===== src/design/pwrdn_pkg.sv =====
package pwrdn_pkg;

    // ------------------------------------------------------------
    // Register map (byte addresses, one word each)
    // ------------------------------------------------------------
    localparam logic [7:0] ADDR_PDC_ONE    = 8'h00;
    localparam logic [7:0] ADDR_STATUS     = 8'h04;
    localparam logic [7:0] ADDR_WDT_CSR    = 8'h08;
    localparam logic [7:0] ADDR_WDT_RSTCSR = 8'h0C;

    // ------------------------------------------------------------
    // Field positions and reset values
    // ------------------------------------------------------------
    localparam int          STANDBY_SELECT_BIT = 7;
    localparam logic [7:0]  PDC_ONE_RESET      = 8'h00;
    localparam logic [7:0]  WDT_CSR_RESET      = 8'h18;
    localparam logic [7:0]  WDT_RSTCSR_RESET   = 8'h1F;
    localparam logic [7:0]  WDT_CSR_INIT_MASK  = 8'hE0;
    localparam logic [7:0]  WDT_CSR_KEEP_MASK  = 8'h1F;
    localparam logic [7:0]  WDT_RSTCSR_INIT    = 8'h1F;

    // ------------------------------------------------------------
    // Timing: sleep cycle plus five more refuse the NMI
    // ------------------------------------------------------------
    localparam int          NMI_BLOCK_AFTER    = 5;
    localparam logic [2:0]  NMI_BLOCK_CYCLES   = 3'(NMI_BLOCK_AFTER + 1);

    // ------------------------------------------------------------
    // Types
    // ------------------------------------------------------------
    typedef enum logic [1:0]
    {
        ST_RUN     = 2'h0,
        ST_SLEEP   = 2'h1,
        ST_STANDBY = 2'h2
    } pd_state_t;

    typedef struct packed
    {
        logic wdt;
        logic free_timer;
        logic fifo_serial;
        logic net_dma;
        logic net_mac;
    } periph_init_t;

    typedef struct packed
    {
        logic irq;
        logic dma_err;
        logic nmi;
    } exc_start_t;

endpackage : pwrdn_pkg


===== src/design/pin_sync3.sv =====
`timescale 1ns/1ps
`default_nettype none

module pin_sync3
#(
    parameter logic RESET_LEVEL = 1'b0
)
(
    input  wire logic pclk,
    input  wire logic presetn,
    input  wire logic pin,
    output var  logic level,
    output var  logic rise,
    output var  logic fall
);

    logic s1;
    logic s2;
    logic s3;
    logic agree;

    // ------------------------------------------------------------
    // Three stages; only the second and third are compared
    // ------------------------------------------------------------
    always_ff @(posedge pclk or negedge presetn)
    begin
        if (!presetn)
        begin
            s1 <= RESET_LEVEL;
            s2 <= RESET_LEVEL;
            s3 <= RESET_LEVEL;
        end
        else
        begin
            s1 <= pin;
            s2 <= s1;
            s3 <= s2;
        end
    end

    // Level moves only once the late stages agree
    always_ff @(posedge pclk or negedge presetn)
    begin
        if (!presetn)
            level <= RESET_LEVEL;
        else if (agree)
            level <= s2;
    end

    // Edges are one-cycle pulses on the accepted change
    always_comb
    begin
        agree = (s2 == s3);
        rise  = agree && s2 && !level;
        fall  = agree && !s2 && level;
    end

endmodule : pin_sync3

`default_nettype wire


===== src/design/sleep_standby_power_down_control.sv =====
// Behaviour
// - Sleep instruction, select clear: enter sleep
// - Peripherals keep clocking during sleep
// - Sleep ends: interrupt, DMA error, resets
// - Wake only on unmasked, enabled interrupts
// - DMA address error wakes, starts handling
// - Refuse NMI for sleep cycle plus five
// - Standby stops CPU and peripheral clocks
// - Standby keeps retained peripheral register state
// - Watchdog: init bits 7-5, reset register
// - Standby initializes timer, serial, network blocks
// - Standby ends: NMI edge or resets only
`timescale 1ns/1ps
`default_nettype none

module sleep_standby_power_down_control
    import pwrdn_pkg::*;
(
    input  wire logic         pclk,
    input  wire logic         presetn,
    // APB slave
    input  wire logic         psel,
    input  wire logic         penable,
    input  wire logic         pwrite,
    input  wire logic [7:0]   paddr,
    input  wire logic [31:0]  pwdata,
    output var  logic         pready,
    output var  logic [31:0]  prdata,
    output var  logic         pslverr,
    // CPU core and interrupt controller
    input  wire logic         sleep_exec,
    input  wire logic         irq_req,
    input  wire logic [3:0]   irq_level,
    input  wire logic         irq_enabled,
    input  wire logic [3:0]   cpu_status_mask,
    input  wire logic         dma_addr_err,
    input  wire logic         nmi_rising_sel,
    // Pins
    input  wire logic         nmi_pin,
    input  wire logic         manual_reset_n,
    // Clock gates and peripheral control
    output var  logic         cpu_clk_en,
    output var  logic         periph_clk_en,
    output var  logic         cpu_halt,
    output var  periph_init_t periph_init,
    output var  exc_start_t   exc_start,
    output var  logic         manual_reset_wake
);

    // ------------------------------------------------------------
    // Declarations
    // ------------------------------------------------------------
    pd_state_t   state;
    pd_state_t   next_state;
    logic [7:0]  pdc_one;
    logic [7:0]  wdt_csr;
    logic [7:0]  wdt_rstcsr;
    logic [2:0]  nmi_block_cnt;
    logic        nmi_rise;
    logic        nmi_fall;
    logic        nmi_edge;
    logic        mrst_fall;
    logic        irq_ok;
    logic        enter_sleep;
    logic        enter_standby;
    logic        nmi_take;
    logic        apb_write;
    logic        apb_read;

    // ------------------------------------------------------------
    // Pin synchronisers
    // ------------------------------------------------------------
    pin_sync3 #(.RESET_LEVEL(1'b0)) u_nmi_sync
    (
        .pclk    (pclk),
        .presetn (presetn),
        .pin     (nmi_pin),
        .level   (),
        .rise    (nmi_rise),
        .fall    (nmi_fall)
    );

    pin_sync3 #(.RESET_LEVEL(1'b1)) u_mrst_sync
    (
        .pclk    (pclk),
        .presetn (presetn),
        .pin     (manual_reset_n),
        .level   (),
        .rise    (),
        .fall    (mrst_fall)
    );

    // ------------------------------------------------------------
    // Event decode
    // ------------------------------------------------------------
    always_comb
    begin
        nmi_edge  = nmi_rising_sel ? nmi_rise : nmi_fall;
        // Priority must exceed the mask and the source be enabled
        irq_ok    = irq_req && irq_enabled && (irq_level > cpu_status_mask);
        // NMI refused in the sleep cycle and the window after it
        nmi_take  = nmi_edge && (nmi_block_cnt == 3'h0)
                    && !(sleep_exec && state == ST_RUN);
        // Select bit is sampled as the instruction executes
        enter_sleep   = sleep_exec && (state == ST_RUN)
                        && !pdc_one[STANDBY_SELECT_BIT];
        enter_standby = sleep_exec && (state == ST_RUN)
                        && pdc_one[STANDBY_SELECT_BIT];
        // Writes land on the edge that completes the transfer
        apb_write = psel && penable && pwrite && pready;
        apb_read  = psel && penable && !pwrite && !pready;
    end

    // ------------------------------------------------------------
    // NMI refusal window counter
    // ------------------------------------------------------------
    always_ff @(posedge pclk or negedge presetn)
    begin
        if (!presetn)
            nmi_block_cnt <= 3'h0;
        else if (sleep_exec && state == ST_RUN)
            nmi_block_cnt <= 3'(NMI_BLOCK_AFTER);
        else if (nmi_block_cnt != 3'h0)
            nmi_block_cnt <= nmi_block_cnt - 3'h1;
    end

    // ------------------------------------------------------------
    // Power-down state machine
    // ------------------------------------------------------------
    always_comb
    begin
        next_state = state;
        case (state)
            ST_RUN:
            begin
                if (enter_standby)
                    next_state = ST_STANDBY;
                else if (enter_sleep)
                    next_state = ST_SLEEP;
            end
            ST_SLEEP:
            begin
                // Any of the wake events returns to execution
                if (irq_ok || dma_addr_err || nmi_take || mrst_fall)
                    next_state = ST_RUN;
            end
            ST_STANDBY:
            begin
                // Ordinary interrupts and DMA errors are ignored here
                if (nmi_take || mrst_fall)
                    next_state = ST_RUN;
            end
            default:
                next_state = ST_RUN;
        endcase
    end

    // Power-on reset (presetn) cancels either mode
    always_ff @(posedge pclk or negedge presetn)
    begin
        if (!presetn)
            state <= ST_RUN;
        else
            state <= next_state;
    end

    // ------------------------------------------------------------
    // Clock gates; outputs registered from next_state, in step with state
    // ------------------------------------------------------------
    always_ff @(posedge pclk or negedge presetn)
    begin
        if (!presetn)
        begin
            cpu_clk_en    <= 1'b1;
            periph_clk_en <= 1'b1;
            cpu_halt      <= 1'b0;
        end
        else
        begin
            // CPU halts at once; its registers simply hold
            cpu_halt      <= (next_state != ST_RUN);
            cpu_clk_en    <= (next_state == ST_RUN);
            // Sleep leaves peripherals running, standby stops them
            periph_clk_en <= (next_state != ST_STANDBY);
        end
    end

    // ------------------------------------------------------------
    // Peripheral initialisation on standby entry
    // ------------------------------------------------------------
    // Interrupt, break, bus, serial I/O, debug, pulse timer and pin
    // function blocks get no init line, so they keep their state
    always_ff @(posedge pclk or negedge presetn)
    begin
        if (!presetn)
            periph_init <= '0;
        else
        begin
            periph_init.wdt         <= enter_standby;
            periph_init.free_timer  <= enter_standby;
            periph_init.fifo_serial <= enter_standby;
            periph_init.net_dma     <= enter_standby;
            periph_init.net_mac     <= enter_standby;
        end
    end

    // ------------------------------------------------------------
    // Exception start pulses and reset wake
    // ------------------------------------------------------------
    always_ff @(posedge pclk or negedge presetn)
    begin
        if (!presetn)
        begin
            exc_start         <= '0;
            manual_reset_wake <= 1'b0;
        end
        else
        begin
            exc_start.irq     <= (state == ST_SLEEP) && irq_ok
                                 && !dma_addr_err && !nmi_take;
            exc_start.dma_err <= (state == ST_SLEEP) && dma_addr_err;
            // NMI is served in any state once outside the window and without a manual reset fall
            exc_start.nmi     <= nmi_take && !mrst_fall;
            manual_reset_wake <= mrst_fall && (state != ST_RUN);
        end
    end

    // ------------------------------------------------------------
    // Registers: control and watchdog shadow
    // ------------------------------------------------------------
    always_ff @(posedge pclk or negedge presetn)
    begin
        if (!presetn)
            pdc_one <= PDC_ONE_RESET;
        else if (apb_write && paddr == ADDR_PDC_ONE)
            pdc_one <= pwdata[7:0];
    end

    // Standby entry beats a write in the same cycle
    always_ff @(posedge pclk or negedge presetn)
    begin
        if (!presetn)
        begin
            wdt_csr    <= WDT_CSR_RESET;
            wdt_rstcsr <= WDT_RSTCSR_RESET;
        end
        else if (enter_standby)
        begin
            wdt_csr    <= (wdt_csr & WDT_CSR_KEEP_MASK)
                          | (WDT_CSR_RESET & WDT_CSR_INIT_MASK);
            wdt_rstcsr <= WDT_RSTCSR_INIT;
        end
        else if (apb_write && paddr == ADDR_WDT_CSR)
            wdt_csr <= pwdata[7:0];
        else if (apb_write && paddr == ADDR_WDT_RSTCSR)
            wdt_rstcsr <= pwdata[7:0];
    end

    // ------------------------------------------------------------
    // APB answer: one wait state, registered data and error
    // ------------------------------------------------------------
    always_ff @(posedge pclk or negedge presetn)
    begin
        if (!presetn)
        begin
            pready  <= 1'b0;
            prdata  <= 32'h0000_0000;
            pslverr <= 1'b0;
        end
        else
        begin
            pready  <= psel && penable && !pready;
            pslverr <= 1'b0;
            prdata  <= 32'h0000_0000;
            if (psel && penable && !pready)
            begin
                case (paddr)
                    ADDR_PDC_ONE:    prdata <= {24'h000000, pdc_one};
                    ADDR_STATUS:     prdata <= {30'h0, state};
                    ADDR_WDT_CSR:    prdata <= {24'h000000, wdt_csr};
                    ADDR_WDT_RSTCSR: prdata <= {24'h000000, wdt_rstcsr};
                    default:         pslverr <= 1'b1;
                endcase
                // Status is read-only; a write to it is an error
                if (pwrite && paddr == ADDR_STATUS)
                    pslverr <= 1'b1;
                if (!apb_read)
                    prdata <= 32'h0000_0000;
            end
        end
    end
endmodule : sleep_standby_power_down_control

`default_nettype wire


===== config.mk =====
export PLATFORM = sky130hd
export DESIGN_NAME = sleep_standby_power_down_control
export DESIGN_NICKNAME = d
export VERILOG_FILES = /design/src/design/pwrdn_pkg.sv /design/src/design/pin_sync3.sv /design/src/design/sleep_standby_power_down_control.sv
export SDC_FILE = /design/constraint.sdc
export NUM_CORES = 1
export LEC_CHECK = 0
export BUFFER_PORTS_ARGS = -buffer_cell sky130_fd_sc_hd__buf_2
export CORE_MARGIN = 4
export CORE_UTILIZATION = 35
export CTS_BUF_LIST = sky130_fd_sc_hd__clkbuf_16
export CTS_CLUSTER_SIZE = 25
export DETAILED_ROUTE_END_ITERATION = 7
export SYNTH_ARGS = -nofsm -noshare
export SYNTH_HDL_FRONTEND = slang
export SYNTH_SLANG_ARGS = --single-unit

===== constraint.sdc =====
create_clock -name pclk -period 2.89 [get_ports pclk]
set_input_delay 0 -clock pclk [delete_from_list [all_inputs] [get_ports pclk]]
set_output_delay 0 -clock pclk [all_outputs]
set_load 0.02 [all_outputs]

### Word level (Yosys, flattened, before mapping)

Cells that the tools add are included.

| cells by class | value |
|---|---|
| add/subtract/negate cells | 1 |
| $lt $le $gt $ge | 1 |
| equality and inequality tests | 9 |
| multiplexer cells | 19 |
| bitwise logic cells | 1 |
| reduce and logical (&&, ||, !) cells | 56 |

Operator list:

| cell | count |
|---|---|
| two-way mux 32 bit | 2 |
| two-way mux 8 bit | 5 |
| one-hot mux 8 bit (4 select lines) | 1 |
| logical AND 1 bit | 29 |
| equality test 8 x 4 -> 1 bit, second input constant | 2 |
| zero test 1 bit | 10 |
| nonzero test 2 bit | 5 |
| equality test 8 x 3 -> 1 bit, second input constant | 1 |
| zero test 8 bit | 1 |
| two-way mux 2 bit | 4 |
| two-way mux 3 bit | 2 |
| one-hot mux 2 bit (3 select lines) | 1 |
| > comparator 4 bit | 1 |
| zero test 2 bit | 2 |
| logical OR 1 bit | 4 |
| two-way mux 1 bit | 4 |
| inequality test 2 bit, second input constant | 2 |
| AND reduction 2 bit | 2 |
| OR reduction 4 bit | 1 |
| zero test 3 bit | 1 |
| nonzero test 3 bit | 1 |
| subtractor 3 x 1 -> 3 bit, second input constant | 1 |
| equality test 1 bit | 2 |
| equality test 2 x 1 -> 1 bit, second input constant | 1 |
| other kinds (2) | 2 |

| storage, ports and cells | value |
|---|---|
| flip-flop bits (word level) | 79 |

### Logic depth before layout (Yosys ltp)

| depth | value |
|---|---|
| word-level depth | 11 |
| depth in mapped cells | 6 |

### By module

A second synthesis with hierarchy kept.

| second synthesis, totals | value |
|---|---|
| cells, all modules | 242 |
| area, all modules | 2,695.1 sq um |

By module, submodules not included:

| module | instances | cells each | area each (sq um) | seq. area each (sq um) |
|---|---|---|---|---|
| sleep_standby_power_down_control | 1 | 220 | 2,369.8 | 1,187.4 |
| pin_sync3 at u_mrst_sync | 1 | 11 | 165.2 | 105.1 |
| pin_sync3 at u_nmi_sync | 1 | 11 | 160.2 | 100.1 |

### Worst setup path after synthesis

Ideal clock, no wire load.

| path | value |
|---|---|
| path kind | input-to-reg |
| start point | input paddr[1] |
| end point | register pdc_one[0] |
| library setup time | 0.125 ns |
| data arrival time | 1.721 ns |
| setup slack | 1.044 ns |
| stages on the path | 5 |
| path buffers | 1 |
| cell sequence | or4_4 > or2_1 > or4_4 > buf_6 > mux2_4 |

| between the ends | value |
|---|---|
| longest elaborated chain between the ends | 2 |

Ends and longest elaborated chain:

| what | RTL line | RTL |
|---|---|---|
| start, declared | sleep_standby_power_down_control.sv:25 | `input wire logic [7:0] paddr,` |
| zero test 8 bit | sleep_standby_power_down_control.sv:235 | `else if (apb_write && paddr == ADDR_PDC_ONE)` |
| logical AND 1 bit | sleep_standby_power_down_control.sv:235 |  |
| end signal, assigned | sleep_standby_power_down_control.sv:236 | `pdc_one <= pwdata[7:0];` |
| end, declared | sleep_standby_power_down_control.sv:55 | `logic [7:0] pdc_one;` |

No other way between the ends.
A chain may end at the register's enable or synchronous reset.

### Worst setup path in the final report

| path | value |
|---|---|
| start point | register state[1] |
| end point | register cpu_clk_en |

| between the ends | value |
|---|---|
| elaborated cells between the ends (all ways) | 17 |
| those cells by class | 2 x eq/ne; 5 x mux; 10 x reduce/logical |

RTL lines:

| what | RTL line | RTL |
|---|---|---|
| start, declared | sleep_standby_power_down_control.sv:53 | `pd_state_t state;` |
| start signal, assigned | sleep_standby_power_down_control.sv:164 | `state <= next_state;` |
| zero test 2 bit | sleep_standby_power_down_control.sv:107 | `enter_standby = sleep_exec && (state == ST_RUN)` |
| logical AND 1 bit | sleep_standby_power_down_control.sv:107 |  |
| logical AND 1 bit | sleep_standby_power_down_control.sv:108 | `&& pdc_one[STANDBY_SELECT_BIT];` |
| net enter_standby | sleep_standby_power_down_control.sv:65 | `logic enter_standby;` |
| two-way mux 2 bit | sleep_standby_power_down_control.sv:136 | `if (enter_standby)` |
| one-hot mux 2 bit (3 select lines) | sleep_standby_power_down_control.sv:133 | `case (state)` |
| zero test 2 bit | sleep_standby_power_down_control.sv:182 | `cpu_clk_en <= (next_state == ST_RUN);` |
| end signal, assigned | sleep_standby_power_down_control.sv:182 |  |
| end, declared | sleep_standby_power_down_control.sv:42 | `output var logic cpu_clk_en,` |

The timed path passes the listed nets, and every way through them passes these cells.

==> flow_summary_export.csv <==
group,metric,value,unit
finish,diodes,0,
logic_synthesis,synth_edf_count,0,
logic_synthesis,synth_adder_area_share,0.04186,
global_routing,grt_pass1_vias,1763,
logic_synthesis,synthTopCellsByArea,"dfrtp_1, dfstp_2, buf_4, mux2i_1, mux2_4",
logic_synthesis,synthMuxAreaShare,0.1456,
logic_synthesis,synth_cells,233,
setup_path,crit_arrival,2.19,ns
setup_path,start_kind,"register",
sta,fin_crit_sh,0.6831,
finish,fill_cells,716,
finish,nets,369,
clocking,cts_tree,"yes",
route,dr_total_vias,1770,
placement,gp_congestion,0.7165,
outcome,status,"finished clean",
logic_synthesis,async_reset_ff_frac,1.000,
finish,final_cell_mix,"buf_2, dfrtp_1, nor2_1",
placement,io_buffers,57,
die,rows,31,
clocking,clock-sinks,55,
setup_path,end_kind,"register",
setup_path,cp_data_required_time,3.10,ns
finish,drive_above_1_share,0.3223,
sta,hold_viol,0,
logic_synthesis,ys_ff_latch,55,
sta,slew_headroom,0.4644,
clocking,root_buffer,"clkbuf_16",
logic_synthesis,yosysWarnings,0,
setup_path,cp_slowest_cell,"dfrtp_1",
route,wl_per_cell,13.03,microns
job,maxCapViolCount,0,
setup_path,path_max_fanout,9,
setup_path,critPathMaxStageDelay,0.43,ns
logic_synthesis,yosysTopAreaCellShare,0.3907,
sta,drv_slew,0,
route,routed_via_density,4.425,
sta,worst_slew_pin_slew,0.7973,ns
logic_synthesis,synth-simple-area-share,0.1293,
finish,mostFrequentLayoutCell,"buf_2",
die,die_height,95.67,microns
sta,setup_viol,0,
logic_synthesis,synth_compound_area_frac,0.05209,
sta,rsz0062_at_grt,"no",
global_routing,grt_max_degree,31,
placement,hpwl,3958,microns
hold_path,hold_path.class,"input pin to register",
clocking,cts.clk_slew.worst_paths,0.06,ns
sta,fin_skew,0.004990,ns
logic_synthesis,synth_xor_area_frac,0.003256,
setup_path,path_cells,"nor3b_1 -> nand2_1 -> clkinv_1 -> a2bb2oi_1 -> nand2_1 -> o221a_2",
setup_path,cpMostUsedCell,"nand2_1",
die,start_util,0.3650,
pwr,leakage,1.663,nW
setup_path,crit_type,"register to register",
logic_synthesis,synth_seq_area_share,0.5177,
die,die_area,9153,sq um
route,route.detailed.drc,0,
finish,stdcell_count,400,
logic_synthesis,synth_top_family_by_area,"multiplexers",
global_routing,antenna_found_initial,0,
logic_synthesis,synth.distinct_cells,44,
die,core_area,7370,sq um
logic_synthesis,synth_area_leader_cell,"dfrtp_1",
global_routing,grt_pass1_wl,8431,microns
pwr,power.density,516.1,nW/um^2
logic_synthesis,avgSynthCellArea,11.55,sq um
clocking,postCtsResizedCells,0,
clocking,cts_max_path_buffers,2,
setup_path,reg2reg_depth,6,
clocking,cts_buffers,5,
route,drtPass1Iterations,4,
clocking,htreeDepth,2,
clocking,clk_latency,0.28,ns
global_routing,track_usage,0.1212,
logic_synthesis,synth_flop_cell,"dfrtp_1",
pwr,ir_drop,0.2333,mV
route,ant_nets,0,
placement,placed_cells_incl_taps,380,
die,num_io_pins,106,
sta,tns,0,ns
logic_synthesis,syn_area,2690,sq um
sta,holdWs,0.02599,ns
die,fp.dieW,95.67,microns
route,wirelength,5213,microns
global_routing,grt_overflow,0,
hold_path,hold_path_depth,3,
route,first_iter_violations,46,
sta,finalCriticalPeriod,1.974,ns
sta,fmaxAchievable,506.6,MHz
finish,syn2layout_area_growth,19.44,%
## path summary, 6_finish.rpt
check                                   start          endpoint  slack, ns
max in group asynchronous             presetn     wdt_rstcsr[0]       1.77
worst min-delay path               sleep_exec  nmi_block_cnt[0]       0.03
worst max register to register       state[1]        cpu_clk_en       0.92
worst max-delay path                 state[1]        cpu_clk_en       0.92
min in group asynchronous             presetn          cpu_halt       0.28
worst min register to register  u_nmi_sync.s1     u_nmi_sync.s2       0.36
## per-stage QoR
| stage | power, mW | utilization | worst slack [ns] | area (sq um) |
|---|---|---|---|---|
| finish | 1.658 | 0.4360 | 0.9160 | 3213 |
| global route | 1.750 | 0.4360 | 0.7454 | 3213 |
| CTS | 1.686 | 0.4360 | 0.8908 | 3213 |
| detailed placement | 1.106 | 0.4012 | 0.8834 | 2957 |
| global placement | 1.093 | 0.4012 | 0.9031 | 2957 |
| floorplan | 1.043 | - | 1.044 | 2776 |
## cell usage after synthesis (2+ instances only)
library cell   n
dfrtp_1       42
buf_4         28
nor2_1        27
mux2i_1       17
inv_1         14
nand2_1       14
dfstp_2       13
a21oi_1        9
ha_1           9
mux2_4         8
mux2_2         5
clkbuf_1       3
nand4_1        3
nor2b_1        3
o21ai_0        3
mux4_2         2
nand2b_1       2
nand3_1        2
nand3b_1       2
nor4_4         2
or4_4          2
## per-layer routing
layer | wire length [microns] | up-vias | GRT usage
li1 | - | 874 | -
met1 | 2116 | 840 | 0.1499
met2 | 2685 | 47 | 0.2067
met3 | 332 | 9 | 0.02605
met4 | 79 | 0 | 0.04502
met5 | 0 | - | 0
## state kept, by name, indices dropped and copies added (netlist names)
register and count:
pslverr 1, u_nmi_sync.s1 1, manual_reset_wake 1, u_nmi_sync.level 1, periph_clk_en 1, u_mrst_sync.s1 1
state 2, cpu_clk_en 1, cpu_halt 1, prdata 8, wdt_csr 8, exc_start 3
u_nmi_sync.s2 1, u_mrst_sync.s2 1, pdc_one 8, nmi_block_cnt 3, pready 1, wdt_rstcsr 8
u_mrst_sync.s3 1, u_mrst_sync.level 1, periph_init 1, u_nmi_sync.s3 1
## worst max-delay path: cells and delay by family (launching register included)
family | cells | cell delay [ns]
AOI/OAI and AO/OA | 2 | 0.37
buffers and inverters | 1 | 0.27
DFF | 1 | 0.43
and+or+nand+nor | 3 | 0.84
## cell type report
type	count	area [sq um]	area share
repair buffers	70	412.9	0.1285
flip-flops and latches	55	1393	0.4334
inverters	15	56.30	0.01752
well taps	99	123.9	0.03855
multi-input cells	153	1091	0.3396
clock buffers	5	125.1	0.03894
clock inverters	3	11.26	0.003505
## repair_timing
item,CTS,global route
setup buffers,0,0
endpoints found under the hold margin,39,0
hold buffers,12,0
## cells by family (layout without fill, tap and decap cells)
| logic type | Yosys count | after routing |
|---|---|---|
| buffers and inverters | 48 | 93 |
| AND/OR/NAND/NOR | 65 | 65 |
| multiplexers | 32 | 32 |
| flip-flops | 55 | 55 |
| XOR/XNOR | 1 | 1 |
| adder cells (fa/ha/maj) | 9 | 9 |
| other | 1 | 24 |
| AO/OA/AOI/OAI | 22 | 22 |
## power breakdown
group          internal, mW  switching [mW]  total [mW]
Clock                 0.312           0.243       0.555
Combinational         0.101           0.155       0.256
Sequential            0.822          0.0253       0.848
(Power assumes the default switching activity.)
